<file path="config.mk">
export PLATFORM = sky130hd
export DESIGN_NAME = ucm_chan
export DESIGN_NICKNAME = d
export VERILOG_FILES = /design/src/hdl/ucm_pkg.sv /design/src/hdl/ucm_chan.sv
export SDC_FILE = /design/constraint.sdc
export NUM_CORES = 1
export LEC_CHECK = 0
export ABC_AREA = 1
export ABC_CLOCK_PERIOD_IN_PS = 3900
export BUFFER_PORTS_ARGS = -buffer_cell sky130_fd_sc_hd__buf_2
export CORE_MARGIN = 4
export CORE_UTILIZATION = 40
export CTS_CLUSTER_SIZE = 8
export DETAILED_ROUTE_END_ITERATION = 7
export HOLD_SLACK_MARGIN = 0.12
export PLACE_DENSITY = 0.61
export REMOVE_ABC_BUFFERS = 1
export SYNTH_ARGS = -nofsm -noshare
export SYNTH_HDL_FRONTEND = slang
export SYNTH_SLANG_ARGS = --single-unit
</file>
<file path="constraint.sdc">
create_clock -name sys_clk -period 3.9 [get_ports sys_clk]
set_clock_uncertainty 0.1 [all_clocks]
set_input_delay 0.78 -clock sys_clk [delete_from_list [all_inputs] [get_ports sys_clk]]
set_output_delay 0.78 -clock sys_clk [all_outputs]
set_load 0.02 [all_outputs]
</file>
<file path="src/hdl/ucm_pkg.sv">
package ucm_pkg;
	// Byte addresses of the register window
	localparam logic [4:0] ADDR_MODE = 5'h00;
	localparam logic [4:0] ADDR_CTRL = 5'h04;
	localparam logic [4:0] ADDR_STATUS = 5'h08;
	localparam logic [4:0] ADDR_DATA = 5'h0c;
	localparam logic [4:0] ADDR_OPORT = 5'h10;
	localparam logic [4:0] ADDR_DIV = 5'h14;

	// Control register field positions
	localparam int CTRL_TX_EN_BIT = 0;
	localparam int CTRL_RX_EN_BIT = 1;
	localparam int CTRL_TX_1X_BIT = 2;
	localparam int CTRL_PTR_RST_BIT = 8;

	typedef enum logic [1:0] {
		CM_NORMAL = 2'b00,
		CM_ECHO = 2'b01,
		CM_LOCAL = 2'b10,
		CM_REMOTE = 2'b11
	} ucm_chan_mode_e;

	typedef struct packed {
		ucm_chan_mode_e chan_mode;
		logic rts_ctl;
		logic cts_en;
		logic [3:0] stop_len;
	} ucm_mode_two_s;

	typedef struct packed {
		logic [2:0] rx_ctl;
		logic [1:0] parity_mode;
		logic parity_odd;
		logic [1:0] char_bits;
	} ucm_mode_one_s;

	typedef struct packed {
		logic rx_parity_err;
		logic rx_frame_err;
		logic rx_ready;
		logic tx_empty;
		logic tx_ready;
	} ucm_status_s;

	typedef enum logic [2:0] {
		ST_IDLE = 3'b000,
		ST_START = 3'b001,
		ST_DATA = 3'b010,
		ST_PAR = 3'b011,
		ST_STOP = 3'b100
	} ucm_ser_e;

	localparam ucm_mode_two_s MODE_TWO_RST = 8'h00;
	localparam ucm_mode_one_s MODE_ONE_RST = 8'h00;
	localparam logic [15:0] DIV_RST = 16'h000c;
	localparam logic [1:0] PARITY_WITH = 2'h0;
	localparam logic [1:0] PARITY_NONE = 2'h2;

	// Counts in sixteenth-bit ticks
	localparam logic [5:0] TICK_BIT_LAST = 6'h0f;
	localparam logic [3:0] TICK_HALF_LAST = 4'h7;
	localparam logic [3:0] TICK_HALF = 4'h8;
	localparam logic [5:0] STOP_SHORT_BASE = 6'h09;
	localparam logic [5:0] STOP_LONG_BASE = 6'h11;
	localparam logic [5:0] STOP_FIVE_EXTRA = 6'h08;
	localparam logic [5:0] STOP_ONE_BIT = 6'h10;
	localparam logic [5:0] STOP_TWO_BIT = 6'h20;
endpackage : ucm_pkg

</file>
<file path="src/hdl/ucm_chan.sv">
`timescale 1ns/1ps
module ucm_chan (
	input wire logic sys_clk,
	input wire logic rst_n,
	input wire logic [4:0] avs_address,
	input wire logic avs_read,
	input wire logic avs_write,
	input wire logic [31:0] avs_writedata,
	output logic [31:0] avs_readdata,
	output logic avs_waitrequest,
	input wire logic chan_a_serial_in,
	output logic chan_a_serial_out,
	input wire logic chan_a_clear_send_in_n,
	output logic chan_a_req_send_out_n
);

	logic [1:0] pin_meta;
	logic [1:0] pin_sync;
	logic rxd_sync;
	logic cts_high;
	logic bus_ack;
	logic bus_req;
	logic bus_take;
	logic rd_take;
	logic wr_take;
	logic [31:0] next_readdata;
	ucm_pkg::ucm_mode_one_s mode_one;
	ucm_pkg::ucm_mode_two_s mode_two;
	logic ptr_two;
	logic tx_en;
	logic rx_en;
	logic tx_1x;
	logic opr_rts;
	logic [15:0] divisor;
	logic [15:0] div_cnt;
	logic tick;
	logic echo_mode;
	logic local_mode;
	logic echo_active;
	logic [3:0] echo_hold;
	logic five_bits;
	logic has_par;
	logic [1:0] shamt;
	logic [7:0] char_mask;
	logic [2:0] last_idx;
	logic [5:0] stop_ticks;
	ucm_pkg::ucm_ser_e tx_state;
	logic [5:0] tx_cnt;
	logic [2:0] tx_idx;
	logic [7:0] tx_shift;
	logic tx_par;
	logic tx_line;
	logic [7:0] tx_hold;
	logic tx_hold_vld;
	logic tx_load;
	logic tx_accept;
	logic tx_empty;
	logic next_tx_par;
	ucm_pkg::ucm_ser_e rx_state;
	logic [3:0] rx_cnt;
	logic [2:0] rx_idx;
	logic [7:0] rx_shift;
	logic rx_par_bit;
	logic rx_src;
	logic rx_stop_evt;
	logic [7:0] rx_aligned;
	logic [7:0] rx_data;
	logic rx_rdy;
	logic rx_frame_err;
	logic rx_parity_err;
	logic rts_auto;
	logic [4:0] rts_cnt;
	logic rts_clear;
	ucm_pkg::ucm_status_s status;

	// Pins come from the line, so two flops before any use
	always_ff @(posedge sys_clk or negedge rst_n) begin
		if (!rst_n) begin
			pin_meta <= 2'b11;
			pin_sync <= 2'b11;
		end else begin
			pin_meta <= {chan_a_clear_send_in_n, chan_a_serial_in};
			pin_sync <= pin_meta;
		end
	end
	assign rxd_sync = pin_sync[0];
	assign cts_high = pin_sync[1];

	// Bus: one wait cycle, then the request is taken
	assign bus_req = avs_read | avs_write;
	assign avs_waitrequest = bus_req & ~bus_ack;
	assign bus_take = bus_req & bus_ack;
	assign rd_take = bus_take & avs_read;
	assign wr_take = bus_take & avs_write;

	always_ff @(posedge sys_clk or negedge rst_n) begin
		if (!rst_n) begin
			bus_ack <= 1'b0;
		end else begin
			bus_ack <= bus_req & ~bus_ack;
		end
	end

	always_comb begin
		case (avs_address)
		ucm_pkg::ADDR_MODE: begin
			next_readdata = ptr_two ? {24'h000000, mode_two} :
				{24'h000000, mode_one};
		end
		ucm_pkg::ADDR_CTRL: next_readdata = {29'h00000000, tx_1x, rx_en, tx_en};
		ucm_pkg::ADDR_STATUS: next_readdata = {27'h0000000, status};
		ucm_pkg::ADDR_DATA: next_readdata = {24'h000000, rx_data};
		ucm_pkg::ADDR_OPORT: next_readdata = {31'h00000000, opr_rts};
		ucm_pkg::ADDR_DIV: next_readdata = {16'h0000, divisor};
		default: next_readdata = 32'h00000000;
		endcase
	end

	always_ff @(posedge sys_clk or negedge rst_n) begin
		if (!rst_n) begin
			avs_readdata <= 32'h00000000;
		end else if (avs_read && !bus_ack) begin
			avs_readdata <= next_readdata;
		end
	end

	// Shared mode address; pointer moves only off mode one
	always_ff @(posedge sys_clk or negedge rst_n) begin
		if (!rst_n) begin
			mode_one <= ucm_pkg::MODE_ONE_RST;
			mode_two <= ucm_pkg::MODE_TWO_RST;
			ptr_two <= 1'b0;
		end else if (bus_take && avs_address == ucm_pkg::ADDR_MODE) begin
			if (!ptr_two) begin
				if (avs_write) begin
					mode_one <= ucm_pkg::ucm_mode_one_s'(avs_writedata[7:0]);
				end
				ptr_two <= 1'b1;
			end else if (avs_write) begin
				mode_two <= ucm_pkg::ucm_mode_two_s'(avs_writedata[7:0]);
			end
		end else if (wr_take && avs_address == ucm_pkg::ADDR_CTRL &&
			avs_writedata[ucm_pkg::CTRL_PTR_RST_BIT]) begin
			ptr_two <= 1'b0;
		end
	end

	always_ff @(posedge sys_clk or negedge rst_n) begin
		if (!rst_n) begin
			tx_en <= 1'b0;
			rx_en <= 1'b0;
			tx_1x <= 1'b0;
			divisor <= ucm_pkg::DIV_RST;
		end else if (wr_take && avs_address == ucm_pkg::ADDR_CTRL) begin
			tx_en <= avs_writedata[ucm_pkg::CTRL_TX_EN_BIT];
			rx_en <= avs_writedata[ucm_pkg::CTRL_RX_EN_BIT];
			tx_1x <= avs_writedata[ucm_pkg::CTRL_TX_1X_BIT];
		end else if (wr_take && avs_address == ucm_pkg::ADDR_DIV) begin
			divisor <= avs_writedata[15:0];
		end
	end

	// Sixteenth-bit tick shared by both directions
	assign tick = (div_cnt == 16'h0000);
	always_ff @(posedge sys_clk or negedge rst_n) begin
		if (!rst_n) begin
			div_cnt <= 16'h0000;
		end else begin
			div_cnt <= tick ? divisor : div_cnt - 16'h0001;
		end
	end

	// Mode decode is combinational: a write acts at once
	assign echo_mode = (mode_two.chan_mode == ucm_pkg::CM_ECHO) ||
		(mode_two.chan_mode == ucm_pkg::CM_REMOTE);
	assign local_mode = (mode_two.chan_mode == ucm_pkg::CM_LOCAL);
	assign echo_active = echo_mode || (echo_hold != 4'h0);

	// Character shape from mode one
	assign five_bits = (mode_one.char_bits == 2'b00);
	assign has_par = (mode_one.parity_mode != ucm_pkg::PARITY_NONE);
	assign shamt = 2'b11 - mode_one.char_bits;
	assign char_mask = 8'hff >> shamt;
	assign last_idx = {1'b0, mode_one.char_bits} + 3'h4;

	always_comb begin
		if (tx_1x) begin
			stop_ticks = mode_two.stop_len[3] ? ucm_pkg::STOP_TWO_BIT :
				ucm_pkg::STOP_ONE_BIT;
		end else if (mode_two.stop_len[3]) begin
			stop_ticks = {2'b00, mode_two.stop_len} +
				ucm_pkg::STOP_LONG_BASE;
		end else if (five_bits) begin
			stop_ticks = {2'b00, mode_two.stop_len} + ucm_pkg::STOP_SHORT_BASE +
				ucm_pkg::STOP_FIVE_EXTRA;
		end else begin
			stop_ticks = {2'b00, mode_two.stop_len} +
				ucm_pkg::STOP_SHORT_BASE;
		end
	end

	always_comb begin
		if (mode_one.parity_mode == ucm_pkg::PARITY_WITH) begin
			next_tx_par = (^(tx_hold & char_mask)) ^ mode_one.parity_odd;
		end else begin
			next_tx_par = mode_one.parity_odd;
		end
	end

	// Start only on a tick in idle; clear-to-send looked at only here
	assign tx_load = tick && (tx_state == ucm_pkg::ST_IDLE) && tx_hold_vld &&
		!(mode_two.cts_en && cts_high);
	// Host writes to the transmitter are dropped while echoing
	assign tx_accept = wr_take && (avs_address == ucm_pkg::ADDR_DATA) &&
		tx_en && !echo_mode && !tx_hold_vld;
	assign tx_empty = (tx_state == ucm_pkg::ST_IDLE) && !tx_hold_vld;

	always_ff @(posedge sys_clk or negedge rst_n) begin
		if (!rst_n) begin
			tx_hold <= 8'h00;
			tx_hold_vld <= 1'b0;
		end else if (tx_accept) begin
			tx_hold <= avs_writedata[7:0];
			tx_hold_vld <= 1'b1;
		end else if (tx_load) begin
			tx_hold_vld <= 1'b0;
		end
	end

	always_ff @(posedge sys_clk or negedge rst_n) begin
		if (!rst_n) begin
			tx_state <= ucm_pkg::ST_IDLE;
			tx_line <= 1'b1;
			tx_cnt <= 6'h00;
			tx_idx <= 3'h0;
			tx_shift <= 8'h00;
			tx_par <= 1'b0;
		end else if (tick) begin
			case (tx_state)
			ucm_pkg::ST_IDLE: begin
				tx_line <= !tx_load;
				if (tx_load) begin
					tx_state <= ucm_pkg::ST_START;
					tx_shift <= tx_hold;
					tx_par <= next_tx_par;
					tx_cnt <= ucm_pkg::TICK_BIT_LAST;
				end
			end
			ucm_pkg::ST_START: begin
				tx_cnt <= tx_cnt - 6'h01;
				if (tx_cnt == 6'h00) begin
					tx_state <= ucm_pkg::ST_DATA;
					tx_line <= tx_shift[0];
					tx_shift <= tx_shift >> 1;
					tx_idx <= 3'h0;
					tx_cnt <= ucm_pkg::TICK_BIT_LAST;
				end
			end
			ucm_pkg::ST_DATA: begin
				tx_cnt <= tx_cnt - 6'h01;
				if (tx_cnt == 6'h00) begin
					tx_cnt <= ucm_pkg::TICK_BIT_LAST;
					if (tx_idx != last_idx) begin
						tx_idx <= tx_idx + 3'h1;
						tx_line <= tx_shift[0];
						tx_shift <= tx_shift >> 1;
					end else if (has_par) begin
						tx_state <= ucm_pkg::ST_PAR;
						tx_line <= tx_par;
					end else begin
						tx_state <= ucm_pkg::ST_STOP;
						tx_line <= 1'b1;
						tx_cnt <= stop_ticks - 6'h01;
					end
				end
			end
			ucm_pkg::ST_PAR: begin
				tx_cnt <= tx_cnt - 6'h01;
				if (tx_cnt == 6'h00) begin
					tx_state <= ucm_pkg::ST_STOP;
					tx_line <= 1'b1;
					tx_cnt <= stop_ticks - 6'h01;
				end
			end
			ucm_pkg::ST_STOP: begin
				tx_cnt <= tx_cnt - 6'h01;
				if (tx_cnt == 6'h00) begin
					tx_state <= ucm_pkg::ST_IDLE;
				end
			end
			default: begin
				tx_state <= ucm_pkg::ST_IDLE;
				tx_line <= 1'b1;
			end
			endcase
		end
	end

	// Receiver input: own transmitter in local loopback
	assign rx_src = local_mode ? tx_line : rxd_sync;
	assign rx_stop_evt = tick && (rx_state == ucm_pkg::ST_STOP) &&
		(rx_cnt == 4'h0);
	assign rx_aligned = rx_shift >> shamt;

	always_ff @(posedge sys_clk or negedge rst_n) begin
		if (!rst_n) begin
			rx_state <= ucm_pkg::ST_IDLE;
			rx_cnt <= 4'h0;
			rx_idx <= 3'h0;
			rx_shift <= 8'h00;
			rx_par_bit <= 1'b0;
		end else if (tick) begin
			rx_cnt <= rx_cnt - 4'h1;
			case (rx_state)
			ucm_pkg::ST_IDLE: begin
				if (rx_en && !rx_src) begin
					rx_state <= ucm_pkg::ST_START;
					rx_cnt <= ucm_pkg::TICK_HALF_LAST;
				end
			end
			ucm_pkg::ST_START: begin
				if (rx_cnt == 4'h0) begin
					rx_state <= rx_src ? ucm_pkg::ST_IDLE : ucm_pkg::ST_DATA;
					rx_idx <= 3'h0;
				end
			end
			ucm_pkg::ST_DATA: begin
				if (rx_cnt == 4'h0) begin
					rx_shift <= {rx_src, rx_shift[7:1]};
					rx_idx <= rx_idx + 3'h1;
					if (rx_idx == last_idx) begin
						rx_state <= has_par ? ucm_pkg::ST_PAR : ucm_pkg::ST_STOP;
					end
				end
			end
			ucm_pkg::ST_PAR: begin
				if (rx_cnt == 4'h0) begin
					rx_par_bit <= rx_src;
					rx_state <= ucm_pkg::ST_STOP;
				end
			end
			ucm_pkg::ST_STOP: begin
				// One sample at the stop centre, whatever the stop length
				if (rx_cnt == 4'h0) begin
					rx_state <= ucm_pkg::ST_IDLE;
				end
			end
			default: rx_state <= ucm_pkg::ST_IDLE;
			endcase
		end
	end

	// New character wins over a same-cycle read pop
	always_ff @(posedge sys_clk or negedge rst_n) begin
		if (!rst_n) begin
			rx_data <= 8'h00;
			rx_rdy <= 1'b0;
			rx_frame_err <= 1'b0;
			rx_parity_err <= 1'b0;
		end else if (rx_stop_evt &&
			mode_two.chan_mode != ucm_pkg::CM_REMOTE) begin
			rx_data <= rx_aligned;
			rx_rdy <= 1'b1;
			rx_frame_err <= !rx_src;
			rx_parity_err <=
				(mode_one.parity_mode == ucm_pkg::PARITY_WITH) &&
				(rx_par_bit != ((^rx_aligned) ^ mode_one.parity_odd));
		end else if (rd_take && avs_address == ucm_pkg::ADDR_DATA) begin
			rx_rdy <= 1'b0;
			rx_frame_err <= 1'b0;
			rx_parity_err <= 1'b0;
		end
	end

	// Finish the stop bit being echoed if echo is left at its centre
	always_ff @(posedge sys_clk or negedge rst_n) begin
		if (!rst_n) begin
			echo_hold <= 4'h0;
		end else if (rx_stop_evt && echo_mode && tx_en) begin
			echo_hold <= ucm_pkg::TICK_HALF;
		end else if (tick && echo_hold != 4'h0) begin
			echo_hold <= echo_hold - 4'h1;
		end
	end

	// Echo retransmits the reclocked line, parity and stops as received
	always_ff @(posedge sys_clk or negedge rst_n) begin
		if (!rst_n) begin
			chan_a_serial_out <= 1'b1;
		end else if (local_mode) begin
			chan_a_serial_out <= 1'b1;
		end else if (echo_active) begin
			chan_a_serial_out <= rxd_sync;
		end else begin
			chan_a_serial_out <= tx_line;
		end
	end

	// Auto-negate only once the transmitter is off and fully drained
	assign rts_auto = mode_two.rts_ctl && !tx_en && tx_empty && opr_rts;
	assign rts_clear = rts_auto && tick &&
		(rts_cnt == ucm_pkg::TICK_BIT_LAST[4:0]);

	always_ff @(posedge sys_clk or negedge rst_n) begin
		if (!rst_n) begin
			rts_cnt <= 5'h00;
		end else if (!rts_auto) begin
			rts_cnt <= 5'h00;
		end else if (tick) begin
			rts_cnt <= rts_cnt + 5'h01;
		end
	end

	// A host write in the clearing cycle wins
	always_ff @(posedge sys_clk or negedge rst_n) begin
		if (!rst_n) begin
			opr_rts <= 1'b0;
		end else if (wr_take && avs_address == ucm_pkg::ADDR_OPORT) begin
			opr_rts <= avs_writedata[0];
		end else if (rts_clear) begin
			opr_rts <= 1'b0;
		end
	end
	assign chan_a_req_send_out_n = ~opr_rts;

	// Transmitter status reads inactive while echoing
	assign status.rx_parity_err = rx_parity_err;
	assign status.rx_frame_err = rx_frame_err;
	assign status.rx_ready = rx_rdy;
	assign status.tx_empty = tx_empty && !echo_mode;
	assign status.tx_ready = !tx_hold_vld && tx_en && !echo_mode;

endmodule : ucm_chan

</file>
==> results.sh <==
export IMPL_status="completed"
export IMPL_worst_min_path_start="pin_meta[0]"
export IMPL_synth_area_top_cells="dfrtp_1 (42%), nand2_1 (14%), o21ai_0 (5.9%)"
export IMPL_finish_instance_area_sq_um=9071
export IMPL_layout_worst_path_cycle_share=0.6140
export IMPL_yosysWarnings=0
export IMPL_placement_cell_area_sq_um=8497
export IMPL_holdWs_ps=256.5
export IMPL_worstPathCellList="inv_1, nand2_1, nand2_1, o31ai_1, nand3_1, o21ai_0, inv_1"
export IMPL_synth_largest_area_cell="dfrtp_1"
export IMPL_cts_max_path_buffers=2
export IMPL_timing_reg2reg_worst_path_depth=7
export IMPL_floorplan_die_height_microns=150.2
export IMPL_cts_hold_buffers=0
export IMPL_placementRows=51
export IMPL_min_to="pin_sync[0]"
export IMPL_worst_ir_drop_on_vdd_uv=304.4
export IMPL_synthesis_area_sq_um=8092
export IMPL_setup_violations=0
export IMPL_grt_antenna_before_repair=0
export IMPL_route_detailed_vias_per_inst=4.951
export IMPL_path_buf_inv=2
export IMPL_totalPowerFinal_mw=3.599
export IMPL_grt_first_pass_wirelength_microns=32570
export IMPL_initial_utilization=0.4117
export IMPL_timing_hold_violations_final=0
export IMPL_tritoncts="built"
export IMPL_setup_worst_path_start_class="register"
export IMPL_crit_type="register to register"
export IMPL_syn_to_final_growth_pct=12.11
export IMPL_number_of_global_route_vias_before_repair=6459
export IMPL_critPathTopFamily="flip-flops"
export IMPL_rsz0062_at_grt="false"
export IMPL_global_route_usage_total=0.1837
export IMPL_synth_top_cells_by_count="nand2_1 (298), dfrtp_1 (137), inv_1 (124)"
export IMPL_end_kind="register"
export IMPL_gp_congestion=0.8513
export IMPL_cts_inserted_buffers=17
export IMPL_worst_pin_slew_ps=826.7
export IMPL_worst_hold_path_num_cells=0
export IMPL_wire_per_inst_microns=14.29
export IMPL_max_slew_margin_rel=0.4459
export IMPL_max_slew_violation_total_from_the_final_report=0
export IMPL_io_pins=78
export IMPL_ys_seq_elements=145
export IMPL_critPathRequiredTime_ps=4110
export IMPL_reg2reg_from="mode_one[1]"
export IMPL_arrival_ps=2610
export IMPL_setup_reg_to_reg_worst_slack_ps=1510
export IMPL_antenna_cells=0
export IMPL_min_cycle_time_layout_ps=2395
export IMPL_drv_cap=0
export IMPL_dieArea_sq_um=22570
export IMPL_route_final_wire_length_microns=19420
export IMPL_crit_path_max_fanout=21
export IMPL_nets=1135
export IMPL_hold_path_class="register to register"
export IMPL_core_sq_um=19650
export IMPL_cts_htree_levels=4
export IMPL_postRouteAntennaNets=0
export IMPL_postSynthCellCount=1035
export IMPL_postSynth_topFlopCell="dfrtp_1"
export IMPL_dr_total_vias=6729
export IMPL_dr_first_iter_drc_count=359
export IMPL_post_cts_sizing=0
export IMPL_synthDominantCellAreaShare=0.4237
export IMPL_detail_route_first_pass_iterations=6
export IMPL_place_port_buffers=45
export IMPL_drc=0
export IMPL_cts_sinks=145
export IMPL_timing_rr_end="rx_state[0]"
export IMPL_clock_tree_root_cell="clkbuf_16"
export IMPL_grt_max_degree=87
export IMPL_final_setup_tns_ps=0
export IMPL_cpMaxStageDelayCell="dfrtp_1"
export IMPL_die_x_microns=150.2
export IMPL_critical_path_max_stage_delay_ps=820
export IMPL_count_of_flip_flops_with_a_built_in_enable_after_synthesis=0
export IMPL_power_leakage_nw=4.482
export IMPL_overflow=0
export IMPL_place_detailed_hpwl_microns=14430
export IMPL_postCtsSetupRepairBufs=0
export IMPL_clock_insertion_delay_at_the_later_pin_of_the_skew_report_ps=430
export IMPL_pwr_density_cell_nw_per_um2=396.8
export IMPL_worst_setup_hold_path_clk_slew_ps=70
export IMPL_f_max_ghz=0.4176
export IMPL_yosys_cell_types_count=52
export IMPL_synthMostInstantiatedCell="nand2_1"
export IMPL_post_synth_arst_share=1.000
export IMPL_postSynthAreaPerCell_sq_um=7.818
export IMPL_post_route_cells_drive_above_1_share=0.1444
export IMPL_post_synthesis_sequential_area_ratio=0.4497
==> where the power goes <==
group / total [mW] / internal (mW) / switching (mW)
clock: 1.60 / 0.866 / 0.734
sequential: 1.65 / 1.57 / 0.0753
combinational: 0.353 / 0.106 / 0.248
==> registers in the layout (all words and copies together), names as in the netlist, 4 cells and up <==
register      cells
avs_readdata     16
div_cnt          16
divisor          16
echo_hold         4
mode_one          8
mode_two          8
rts_cnt           5
rx_cnt            4
rx_data           8
rx_shift          8
tx_cnt            6
tx_hold           8
tx_shift          8
==> worst max path at each step <==
stage	startpoint	to	slack [ps]	cells past startpoint
finish	mode_one[1]	rx_state[0]	1510	7
detailed placement	avs_address[1]	divisor[14]	1200	8
global placement	avs_address[1]	divisor[11]	1250	8
floorplan	avs_address[1]	divisor[10]	1680	7
global route	mode_one[1]	rx_parity_err	1300	9
CTS	mode_one[1]	rx_state[0]	1520	7
==> placed cells by master, fill, tap and decap left out, types with 3 or more instances in the layout <==
cell type  count
a21oi_1       27
a31oi_1        4
buf_2         44
buf_4          4
clkbuf_16     17
conb_1        16
dfrtp_1      137
dfstp_2        8
ha_1          11
inv_1        124
inv_2          9
inv_6          4
inv_8          6
mux2_2         5
mux2i_1        4
nand2_1      298
nand2_2       11
nand3_1       59
nand3_2        5
nand3_4        3
nand4_1       12
nor2_1        57
nor2_2         6
nor2_4         7
nor2_8         3
nor3_1        13
o211ai_1       4
o21ai_0       96
o21ai_1       29
o21ai_2        9
o22ai_1        6
o31ai_1        5
xnor2_1        9
xor2_1        12
==> per-layer routing <==
metal  track usage  vias to the layer above  part of all wire
met5             0                        -                 0
met3       0.03492                       19             0.055
li1              -                     3409                 -
met4       0.04986                        0             0.012
met1        0.2577                     3124              0.48
met2        0.2926                      177              0.45
==> area by class of cell <==
cell class / instances / area [sq um]
clock buffers: 18 / 439.2
well taps: 265 / 331.6
inverters: 136 / 513.0
fillers: 1988 / 10580
repair buffers: 49 / 261.5
flip-flops and latches: 145 / 3638
multi-input cells: 732 / 3752
clock inverters: 14 / 135.1
==> cells by family after synthesis <==
logic type                 count (synthesis)  share of synthesized area
muxes                                      9                    0.01191
buffers and inverters                    173                    0.09355
DFF                                      145                     0.4497
adders and majority gates                 11                    0.01701
other                                      1                  0.0004634
AOI/OAI and AO/OA                        188                     0.1279
and+or+nand+nor                          487                     0.2768
xor gates and xnor gates                  21                    0.02273
==> through the flow <==
stage / setup slack, ps / cells / util
after global routing: 1304 / 1359 / 0.4615
after detailed placement: 1196 / 1327 / 0.4323
after CTS: 1518 / 1359 / 0.4615
final: 1505 / 1359 / 0.4615
after global placement: 1255 / 1327 / 0.4323
after floorplan: 1675 / 1013 / -
Note: power is estimated with default switching activity, not from simulation.
